### config.mk
export PLATFORM = sky130hd
export DESIGN_NAME = fsrg_top
export DESIGN_NICKNAME = d
export VERILOG_FILES = /design/src/rtl/fsrg_pkg.sv /design/src/rtl/fsrg_sync.sv /design/src/rtl/fsrg_sticky.sv /design/src/rtl/fsrg_top.sv
export VERILOG_INCLUDE_DIRS = /design/src /design/src/rtl
export SDC_FILE = /design/constraint.sdc
export NUM_CORES = 1
export LEC_CHECK = 0
export ABC_AREA = 0
export BUFFER_PORTS_ARGS = -buffer_cell sky130_fd_sc_hd__buf_4
export CELL_PAD_IN_SITES_DETAIL_PLACEMENT = 0
export CELL_PAD_IN_SITES_GLOBAL_PLACEMENT = 1
export CORE_AREA = 2 2 165 167
export CTS_CLUSTER_DIAMETER = 80
export DETAILED_ROUTE_END_ITERATION = 8
export DIE_AREA = 0 0 167 169
export GPL_TIMING_DRIVEN = 0
export PLACE_DENSITY_LB_ADDON = 0.2
export SYNTH_ARGS = -nofsm -noshare
export SYNTH_HDL_FRONTEND = slang
export SYNTH_SLANG_ARGS = --single-unit
### constraint.sdc
create_clock -name clock_in -period 2.8 [get_ports clock_in]
set_input_delay 0.42 -clock clock_in [delete_from_list [all_inputs] [get_ports clock_in]]
set_output_delay 0.42 -clock clock_in [all_outputs]
set_load 0.02 [all_outputs]
### src/rtl/fsrg_map.svh
// Behaviour
// - A detected fault sets its status bit, which stays set until cleared.
// - Every output fault status bit stays set until written with 1.
// - A cleared bit sets again while its fault persists or returns.
// - Protected configuration is rechecked every 5 ms; a change sets the check fault.
// - With matching reference checksum the check fault still sets but shuts nothing down.
// - A cleared check fault sets again within one 5 ms recheck interval.
// - Output fault with response disabled shuts nothing down; status still recorded.
// - Enabled response shuts the output down, then applies retry or latch-off policy.
// - Response masks accept writes whenever main enable is not off.
// - High-voltage latch-off sets a flag blocking restart; clearing it releases.
// - Low-voltage latch-off sets a flag blocking all low-voltage outputs until cleared.
// - A routed fault pulls the pin low while detected; unrouted faults leave it.
// - Routing is writable in standby and on and is outside the checksum.
// - Pin control bit 7 returns the live pin level in either direction.
// - As plain logic output, write data 1 releases the pin, 0 pulls low.
// - The pin is open-drain in every output function.
// - Pin function resets to option 1: released during init, low afterwards.
// - Input direction overrides every function and leaves the pin undriven.
// - Watchdog, compare, bus checksum, check and sequencer faults are individually sticky.
// - Policy 0 retries forever, 1 ten times, 2 five times, 3 latches at once.
`ifndef FSRG_MAP_SVH
`define FSRG_MAP_SVH

// ==========================================================================
// Register offsets
`define FSRG_ADDR_MISC1 8'h7b
`define FSRG_ADDR_REF_LO 8'h7e
`define FSRG_ADDR_REF_HI 8'h7f
`define FSRG_ADDR_STAT_BASE 8'h80
`define FSRG_ADDR_GSTAT 8'h84
`define FSRG_ADDR_MASK_BASE 8'h88
`define FSRG_ADDR_GMASK 8'h8c
`define FSRG_ADDR_ROUTE_BASE 8'h90
`define FSRG_ADDR_GROUTE 8'h94
`define FSRG_ADDR_LATCH 8'h98
`define FSRG_ADDR_PIN_CTRL 8'ha4
`define FSRG_ADDR_CRC_LO 8'hb6
`define FSRG_ADDR_CRC_HI 8'hb7

// ==========================================================================
// Field positions and reset values
`define FSRG_MISC1_POLICY_LSB 6
`define FSRG_PIN_LEVEL_BIT 7
`define FSRG_PIN_DIR_BIT 6
`define FSRG_PIN_WDATA_BIT 5
`define FSRG_PIN_FUNC_LSB 0
`define FSRG_PIN_FUNC_RESET 3'h1
`define FSRG_PIN_WDATA_RESET 1'h1
`define FSRG_GLOB_CRC_BIT 5
`define FSRG_RETRY_TEN 4'h9
`define FSRG_RETRY_FIVE 4'h4

// ==========================================================================
// Timing
`define FSRG_RECHECK_MS 5
`define FSRG_CLK_KHZ 20000
`define FSRG_RECHECK_CYCLES (`FSRG_RECHECK_MS * `FSRG_CLK_KHZ)

`endif

### src/rtl/fsrg_pkg.sv
package fsrg_pkg;
  typedef enum logic [1:0] {
    FSRG_EN_OFF = 2'h0,
    FSRG_EN_STANDBY = 2'h1,
    FSRG_EN_ON = 2'h2
  } fsrg_en_t;

  typedef enum logic [2:0] {
    FSRG_FUNC_LOGIC = 3'h0,
    FSRG_FUNC_INIT = 3'h1,
    FSRG_FUNC_FAULT = 3'h2
  } fsrg_func_t;

  typedef enum logic [1:0] {
    FSRG_POL_FOREVER = 2'h0,
    FSRG_POL_TEN = 2'h1,
    FSRG_POL_FIVE = 2'h2,
    FSRG_POL_FIRST = 2'h3
  } fsrg_pol_t;

  typedef struct packed {
    logic [31:0] det_prev;
    logic [5:0] gdet_prev;
    logic [3:0][7:0] mask;
    logic [6:0] gmask;
    logic [3:0][7:0] route;
    logic [6:0] groute;
    logic [1:0] policy;
    logic [15:0] ref_crc;
    logic pin_dir;
    logic pin_wdata;
    logic [2:0] pin_func;
    logic [16:0] timer;
    logic [3:0] retry_hv;
    logic [3:0] retry_lv;
    logic [7:0] rdata;
    logic hv_sd;
    logic lv_sd;
  } fsrg_state_t;
endpackage : fsrg_pkg

### src/rtl/fsrg_sync.sv
`timescale 1ns/1ps
module fsrg_sync #(
  parameter int W = 1
) (
  input wire logic clock_in,
  input wire logic sys_rst_in,
  input wire logic [W-1:0] d_in,
  output logic [W-1:0] q_out
);
  typedef struct packed {
    logic [W-1:0] s1;
    logic [W-1:0] s2;
  } fsrg_sync_t;

  fsrg_sync_t st_q;
  fsrg_sync_t st_d;

  always_comb begin
    st_d.s1 = d_in;
    st_d.s2 = st_q.s1;
  end

  always_ff @(posedge clock_in) begin
    if (sys_rst_in) begin
      st_q <= '0;
    end else begin
      st_q <= st_d;
    end
  end

  assign q_out = st_q.s2;
endmodule : fsrg_sync

### src/rtl/fsrg_sticky.sv
`timescale 1ns/1ps
module fsrg_sticky #(
  parameter int W = 8
) (
  input wire logic clock_in,
  input wire logic sys_rst_in,
  input wire logic [W-1:0] set_in,
  input wire logic [W-1:0] clr_in,
  output logic [W-1:0] q_out
);
  typedef struct packed {
    logic [W-1:0] flag;
  } fsrg_sticky_t;

  fsrg_sticky_t st_q;
  fsrg_sticky_t st_d;

  always_comb begin
    st_d.flag = (st_q.flag & ~clr_in) | set_in;
  end

  always_ff @(posedge clock_in) begin
    if (sys_rst_in) begin
      st_q <= '0;
    end else begin
      st_q <= st_d;
    end
  end

  assign q_out = st_q.flag;
endmodule : fsrg_sticky

### src/rtl/fsrg_top.sv
`timescale 1ns/1ps
`include "fsrg_map.svh"
module fsrg_top
  import fsrg_pkg::*;
#(
  parameter logic [16:0] RECHECK_CYCLES = 17'(`FSRG_RECHECK_CYCLES),
  parameter logic [15:0] FACTORY_CRC = 16'h0000
) (
  input wire logic clock_in,
  input wire logic sys_rst_in,
  input wire logic [7:0] reg_addr_in,
  input wire logic [7:0] reg_wdata_in,
  input wire logic reg_wr_in,
  input wire logic reg_rd_in,
  output logic [7:0] reg_rdata_out,
  input wire logic [31:0] fault_det_in,
  input wire logic [5:0] glob_det_in,
  input wire logic [1:0] en_state_in,
  input wire logic init_done_in,
  input wire logic [15:0] config_crc_in,
  input wire logic pin_in,
  output logic pin_out,
  output logic pin_oe_n_out,
  output logic hv_shutdown_out,
  output logic lv_shutdown_out,
  output logic hv_latched_out,
  output logic lv_latched_out
);
  // ========================================================================
  // Input synchronisers
  logic [40:0] sync_q;
  logic [31:0] det;
  logic [5:0] gdet;
  fsrg_en_t en_s;
  logic pin_s;

  fsrg_sync #(.W(41)) u_sync (
    .clock_in(clock_in),
    .sys_rst_in(sys_rst_in),
    .d_in({pin_in, en_state_in, glob_det_in, fault_det_in}),
    .q_out(sync_q)
  );

  assign det = sync_q[31:0];
  assign gdet = sync_q[37:32];
  assign en_s = fsrg_en_t'(sync_q[39:38]);
  assign pin_s = sync_q[40];

  // ========================================================================
  // Sticky flags
  fsrg_state_t st_q;
  fsrg_state_t st_d;
  logic [31:0] stat;
  logic [31:0] stat_clr;
  logic [6:0] gstat;
  logic [6:0] gstat_set;
  logic [6:0] gstat_clr;
  logic [1:0] latch;
  logic [1:0] latch_set;
  logic [1:0] latch_clr;
  logic tick;
  logic crc_mismatch;
  logic wr_ok_active;
  logic wr_standby;

  assign tick = (st_q.timer == 17'h0);
  assign crc_mismatch = (config_crc_in != FACTORY_CRC);
  // Watchdog, compare and bus checksum keep bits 0..4, sequencer bit 6.
  assign gstat_set = {gdet[5], tick & crc_mismatch, gdet[4:0]};

  fsrg_sticky #(.W(32)) u_stat (
    .clock_in(clock_in),
    .sys_rst_in(sys_rst_in),
    .set_in(det),
    .clr_in(stat_clr),
    .q_out(stat)
  );

  fsrg_sticky #(.W(7)) u_gstat (
    .clock_in(clock_in),
    .sys_rst_in(sys_rst_in),
    .set_in(gstat_set),
    .clr_in(gstat_clr),
    .q_out(gstat)
  );

  fsrg_sticky #(.W(2)) u_latch (
    .clock_in(clock_in),
    .sys_rst_in(sys_rst_in),
    .set_in(latch_set),
    .clr_in(latch_clr),
    .q_out(latch)
  );

  // ========================================================================
  // Register writes and clears
  assign wr_ok_active = reg_wr_in && (en_s != FSRG_EN_OFF);
  assign wr_standby = reg_wr_in && (en_s == FSRG_EN_STANDBY);

  always_comb begin
    stat_clr = '0;
    for (int i = 0; i < 4; i++) begin
      if (reg_wr_in && reg_addr_in == (`FSRG_ADDR_STAT_BASE + 8'(i))) begin
        stat_clr[i*8 +: 8] = reg_wdata_in;
      end
    end
    gstat_clr = (reg_wr_in && reg_addr_in == `FSRG_ADDR_GSTAT) ? reg_wdata_in[6:0] : 7'h0;
    latch_clr = (reg_wr_in && reg_addr_in == `FSRG_ADDR_LATCH) ? reg_wdata_in[1:0] : 2'h0;
  end

  // ========================================================================
  // Fault response and retry policy
  logic [31:0] det_rise;
  logic [5:0] gdet_rise;
  logic [31:0] mask_flat;
  logic [31:0] route_flat;
  logic glob_resp;
  logic crc_resp;
  logic hv_resp;
  logic lv_resp;
  logic hv_limit;
  logic lv_limit;
  logic pull_low;

  assign mask_flat = st_q.mask;
  assign route_flat = st_q.route;
  assign det_rise = det & ~st_q.det_prev;
  assign gdet_rise = gdet & ~st_q.gdet_prev;
  // A checksum that matches the reference is tolerated: flagged, never acted on.
  assign crc_resp = tick && crc_mismatch && (config_crc_in != st_q.ref_crc)
                    && st_q.gmask[`FSRG_GLOB_CRC_BIT];
  assign glob_resp = (|({gdet_rise[5], 1'b0, gdet_rise[4:0]} & st_q.gmask)) || crc_resp;
  assign hv_resp = (|(det_rise[7:0] & mask_flat[7:0])) || glob_resp;
  assign lv_resp = (|(det_rise[31:8] & mask_flat[31:8])) || glob_resp;

  function automatic logic fsrg_limit(input logic [1:0] pol, input logic [3:0] cnt);
    logic hit;
    hit = 1'b0;
    unique case (fsrg_pol_t'(pol))
      FSRG_POL_FOREVER: hit = 1'b0;
      FSRG_POL_TEN: hit = (cnt >= `FSRG_RETRY_TEN);
      FSRG_POL_FIVE: hit = (cnt >= `FSRG_RETRY_FIVE);
      FSRG_POL_FIRST: hit = 1'b1;
    endcase
    return hit;
  endfunction : fsrg_limit

  assign hv_limit = fsrg_limit(st_q.policy, st_q.retry_hv);
  assign lv_limit = fsrg_limit(st_q.policy, st_q.retry_lv);
  assign latch_set = {lv_resp && lv_limit, hv_resp && hv_limit};

  // ========================================================================
  // Next state
  always_comb begin
    st_d = st_q;
    st_d.det_prev = det;
    st_d.gdet_prev = gdet;
    st_d.timer = tick ? RECHECK_CYCLES - 17'h1 : st_q.timer - 17'h1;
    st_d.hv_sd = hv_resp && !latch[0];
    st_d.lv_sd = lv_resp && !latch[1];
    if (latch_clr[0]) begin
      st_d.retry_hv = 4'h0;
    end else if (hv_resp && !hv_limit && st_q.retry_hv != 4'hf) begin
      st_d.retry_hv = st_q.retry_hv + 4'h1;
    end
    if (latch_clr[1]) begin
      st_d.retry_lv = 4'h0;
    end else if (lv_resp && !lv_limit && st_q.retry_lv != 4'hf) begin
      st_d.retry_lv = st_q.retry_lv + 4'h1;
    end
    for (int i = 0; i < 4; i++) begin
      if (wr_ok_active && reg_addr_in == (`FSRG_ADDR_MASK_BASE + 8'(i))) begin
        st_d.mask[i] = reg_wdata_in;
      end
      if (wr_ok_active && reg_addr_in == (`FSRG_ADDR_ROUTE_BASE + 8'(i))) begin
        st_d.route[i] = reg_wdata_in;
      end
    end
    if (wr_ok_active && reg_addr_in == `FSRG_ADDR_GMASK) begin
      st_d.gmask = reg_wdata_in[6:0];
    end
    if (wr_ok_active && reg_addr_in == `FSRG_ADDR_GROUTE) begin
      st_d.groute = reg_wdata_in[6:0];
    end
    // Checksum-protected settings only change in standby.
    if (wr_standby && reg_addr_in == `FSRG_ADDR_MISC1) begin
      st_d.policy = reg_wdata_in[`FSRG_MISC1_POLICY_LSB +: 2];
    end
    if (wr_standby && reg_addr_in == `FSRG_ADDR_REF_LO) begin
      st_d.ref_crc[7:0] = reg_wdata_in;
    end
    if (wr_standby && reg_addr_in == `FSRG_ADDR_REF_HI) begin
      st_d.ref_crc[15:8] = reg_wdata_in;
    end
    if (reg_wr_in && reg_addr_in == `FSRG_ADDR_PIN_CTRL) begin
      st_d.pin_dir = reg_wdata_in[`FSRG_PIN_DIR_BIT];
      st_d.pin_wdata = reg_wdata_in[`FSRG_PIN_WDATA_BIT];
      st_d.pin_func = reg_wdata_in[`FSRG_PIN_FUNC_LSB +: 3];
    end
    if (reg_rd_in) begin
      unique case (reg_addr_in)
        `FSRG_ADDR_MISC1: st_d.rdata = {st_q.policy, 6'h0};
        `FSRG_ADDR_REF_LO: st_d.rdata = st_q.ref_crc[7:0];
        `FSRG_ADDR_REF_HI: st_d.rdata = st_q.ref_crc[15:8];
        8'h80, 8'h81, 8'h82, 8'h83: st_d.rdata = stat[reg_addr_in[1:0]*8 +: 8];
        `FSRG_ADDR_GSTAT: st_d.rdata = {1'b0, gstat};
        8'h88, 8'h89, 8'h8a, 8'h8b: st_d.rdata = st_q.mask[reg_addr_in[1:0]];
        `FSRG_ADDR_GMASK: st_d.rdata = {1'b0, st_q.gmask};
        8'h90, 8'h91, 8'h92, 8'h93: st_d.rdata = st_q.route[reg_addr_in[1:0]];
        `FSRG_ADDR_GROUTE: st_d.rdata = {1'b0, st_q.groute};
        `FSRG_ADDR_LATCH: st_d.rdata = {6'h0, latch};
        `FSRG_ADDR_PIN_CTRL: st_d.rdata = {pin_s, st_q.pin_dir, st_q.pin_wdata,
                                           2'h0, st_q.pin_func};
        `FSRG_ADDR_CRC_LO: st_d.rdata = config_crc_in[7:0];
        `FSRG_ADDR_CRC_HI: st_d.rdata = config_crc_in[15:8];
        default: st_d.rdata = 8'h00;
      endcase
    end
  end

  always_ff @(posedge clock_in) begin
    if (sys_rst_in) begin
      st_q <= '0;
      st_q.pin_func <= `FSRG_PIN_FUNC_RESET;
      st_q.pin_wdata <= `FSRG_PIN_WDATA_RESET;
    end else begin
      st_q <= st_d;
    end
  end

  // ========================================================================
  // Open-drain pin
  always_comb begin
    pull_low = 1'b0;
    if (!st_q.pin_dir) begin
      unique case (st_q.pin_func)
        FSRG_FUNC_LOGIC: pull_low = !st_q.pin_wdata;
        FSRG_FUNC_INIT: pull_low = init_done_in;
        // Live detections, not sticky bits, so the pin follows the fault itself.
        FSRG_FUNC_FAULT: pull_low = (|(det & route_flat))
                                    || (|(gstat_set & st_q.groute));
        default: pull_low = 1'b0;
      endcase
    end
  end

  assign pin_out = 1'b0;
  assign pin_oe_n_out = !pull_low;
  assign reg_rdata_out = st_q.rdata;
  assign hv_shutdown_out = st_q.hv_sd;
  assign lv_shutdown_out = st_q.lv_sd;
  assign hv_latched_out = latch[0];
  assign lv_latched_out = latch[1];
endmodule : fsrg_top

==> metrics <==
status finished, violations left; failing checks setup timing; portion of the clock cycle consumed by the worst path in the final layout 1.05; wire length per cell after detailed routing 22.8 µm; placer's final routability congestion estimate 0.942; die width 167 µm; Worst setup EP type output port; Register-to-Register Setup Slack 0.23 ns; GRT Overall Usage 0.280; via count of the first global-routing pass 9213; setup-violating endpoint count in the final report 1; Post-synth ARST share 0; number of standard cells in the layout, taps in and fillers out 1744; logic depth of the worst register-to-register path 6; register bit count reported by yosys 297; clock period minus worst slack 2.94 ns; maximum VDD drop 470 µV; final WL 39800 µm; first-pass GRT wire length 59500 µm; share of synthesized area occupied by flip-flops and latches 0.483; io pins 92; Netlist cell types 73; Initial Utilization 0.465; number of hold buffers added after CTS 0; number of antenna violations at the first check in global routing 0; overall die height 169 µm; layout-stage area growth over the synthesis result 17.3%; commonest non-fill, non-tap cell in the layout sky130_fd_sc_hd__dfxtp_1; Hold Crit Start fault_det_in[17]; post-layout net count 1465; maximum operating frequency 340 MHz; max capacitance violation total 0; placeable core area 26500 µm²; clk sink count 297; commonest cells after routing, fill and taps aside 284 x sky130_fd_sc_hd__dfxtp_1, 162 x sky130_fd_sc_hd__nor2_1, 125 x sky130_fd_sc_hd__nor2b_1; Cells after Synth 1264; number of cells on the worst hold path 2; fraction of final layout cells sized beyond drive strength 1 0.163; Placed Cells incl. Taps 1684; CTS H-tree depth 1; pwr/cell area 682 nW/µm²; final hold violation count 0; DR vias 9819; cell area reported after detailed placement 13300 µm²; startpoint of the most critical register-to-register path st_q[100]; number of violations reported at the end of detailed-routing iteration 0 857; normalized max-slew margin 0.229; number of vias per cell after detailed routing 5.63; worst path arrival time 2.52 ns; Max Fanout on Critical Path 4; number of warning messages in the yosys log 0; Data required, critical path 2.38 ns; clock root buffer master sky130_fd_sc_hd__clkbuf_16; CTS tree built; Netlist Area Pre-Place 12300 µm²; number of enable-type register cells in the synthesized netlist 0; HPWL Detailed 29700 µm; Setup WS post-layout -0.142 ns; Antenna Cells 0; Detailed Routing Iterations Pass 1 5; # port buffers 79; Die ar. 28200 µm²; startpoint class of the critical path flop; worst-case hold path end point u_sync.st_d[17]; worst hold-check path type input port to flop; syn nets 1350; worst reg2reg path endpoint st_q[11]; Detail Route Antenna Nets 0; overall overflow remaining after global route 0; number of buffers between clock root and the deepest sink 3; Avg Synthesized Cell Area 9.75 µm²; maximum number of pins on one net before global-route repair 16; clock transition at the register clock pins on the worst setup and hold paths after CTS 0.06 ns; clock latency reported for the late side of the worst-skew pair 0.58 ns; Inserted Clock Buffers 31; category of the critical setup timing path flop to output port; cell leakage power 5.37 nW; DRC viols 0; setup repair after global routing missed its margin true; primary flip-flop cell chosen by synthesis mapping sky130_fd_sc_hd__dfxtp_1; Clock Skews 0.0286 ns; Row Count 60; final count of pins violating max slew 0; Finished Cell Area 14500 µm²; slew of the pin with the lowest slew margin 1.15 ns
==> what timing repair did <==
action,CTS,global route
resized for setup,21,3
setup endpoints to repair,1,1
pin swaps,1,3
buffers inserted,2,1
==> cells in the mapped netlist, drive strengths merged, types with 14 or more instances <==
master | n | area, µm²
a22oi | 34 | 255
nor3 | 16 | 124
nor2b | 126 | 788
xnor2 | 23 | 201
nor4 | 17 | 179
nand3 | 27 | 140
o22ai | 14 | 87.6
mux4 | 24 | 541
nand2 | 109 | 412
a21oi | 70 | 350
dfxtp | 297 | 5950
nand3b | 15 | 113
buf | 26 | 160
a22o | 14 | 123
mux2i | 103 | 1030
clkbuf | 51 | 193
nand4 | 16 | 106
nor2 | 168 | 701
==> critical path, cell delays in order (launching register included) <==
cell,delay [ns]
sky130_fd_sc_hd__dfxtp_2,0.37
sky130_fd_sc_hd__a22oi_1,0.21
sky130_fd_sc_hd__nand4_1,0.16
sky130_fd_sc_hd__or4_1,0.58
sky130_fd_sc_hd__a211oi_2,0.21
sky130_fd_sc_hd__o21ai_1,0.10
sky130_fd_sc_hd__or4b_4,0.21
sky130_fd_sc_hd__buf_6,0.11
==> worst max path at each step <==
stage	startpoint	endpoint	slack, ns	depth (start not counted)
6_report	u_sync.q_out[21]	pin_oe_n_out	-0.14	7
5_1_grt	st_q[28]	pin_oe_n_out	-0.22	7
4_1_cts	st_q[29]	pin_oe_n_out	-0.14	7
3_5_place_dp	reg_addr_in[1]	reg_rdata_out[7]	-0.32	7
3_3_place_gp	reg_addr_in[1]	reg_rdata_out[7]	-0.33	7
2_1_floorplan	st_q[18]	pin_oe_n_out	0.53	8
==> metal layers <==
layer | share of wire | GRT usage
met4 | 0.033 | 0.0907
met2 | 0.47 | 0.465
met1 | 0.43 | 0.370
met3 | 0.068 | 0.0528
met5 | 0 | 0
==> area by class of cell <==
| class | count | area [µm²] |
|---|---|---|
| multi-input combinational | 877 | 6010 |
| inverter | 13 | 48.8 |
| sequential | 297 | 5960 |
| timing repair buffer | 82 | 619 |
| fill | 2451 | 12000 |
| clock inverter | 13 | 131 |
| buffer | 77 | 353 |
| clock buffer | 44 | 905 |
| tap | 341 | 427 |
==> cells by family after synthesis <==
kind of cell    Yosys count  share of synthesized area
other cells               1                   0.000304
flops                   297                      0.483
mux                     128                      0.128
xor+xnor                 28                     0.0199
compound gates          180                     0.0957
simple gates            532                      0.232
fa+ha+maj                 8                    0.00813
buf+inv                  90                     0.0326
==> flip-flops by register name, indices dropped and copies added, names as in the netlist <==
register / count
route_flat: 32
u_sync.st_d: 41
mask_flat: 32
lv_shutdown_out: 1
u_latch.q_out: 2
reg_rdata_out: 8
u_sync.q_out: 41
u_stat.q_out: 32
st_q: 100
hv_shutdown_out: 1
u_gstat.q_out: 7
==> report_power, final <==
group          total (mW)  switching, mW  leakage [nW]  internal, mW
clock                4.15           1.72         0.510          2.43
combinational        1.07          0.587          2.43         0.487
sequential           4.64          0.206          2.43          4.43
==> per-stage QoR <==
step	utilization	TNS [ns]	worst slack [ns]	total power [mW]	hold WS, ns
4_1_cts	0.545	-0.137	-0.137	9.88	0.0447
2_1_floorplan	-	0	0.533	5.36	0.414
5_1_grt	0.545	-0.224	-0.224	10.2	0.0495
6_report	0.545	-0.142	-0.142	9.86	0.0559
3_5_place_dp	0.503	-1.20	-0.324	5.72	0.420
3_3_place_gp	0.503	-1.22	-0.326	5.70	0.417
Power figures use the tool's default switching activity.
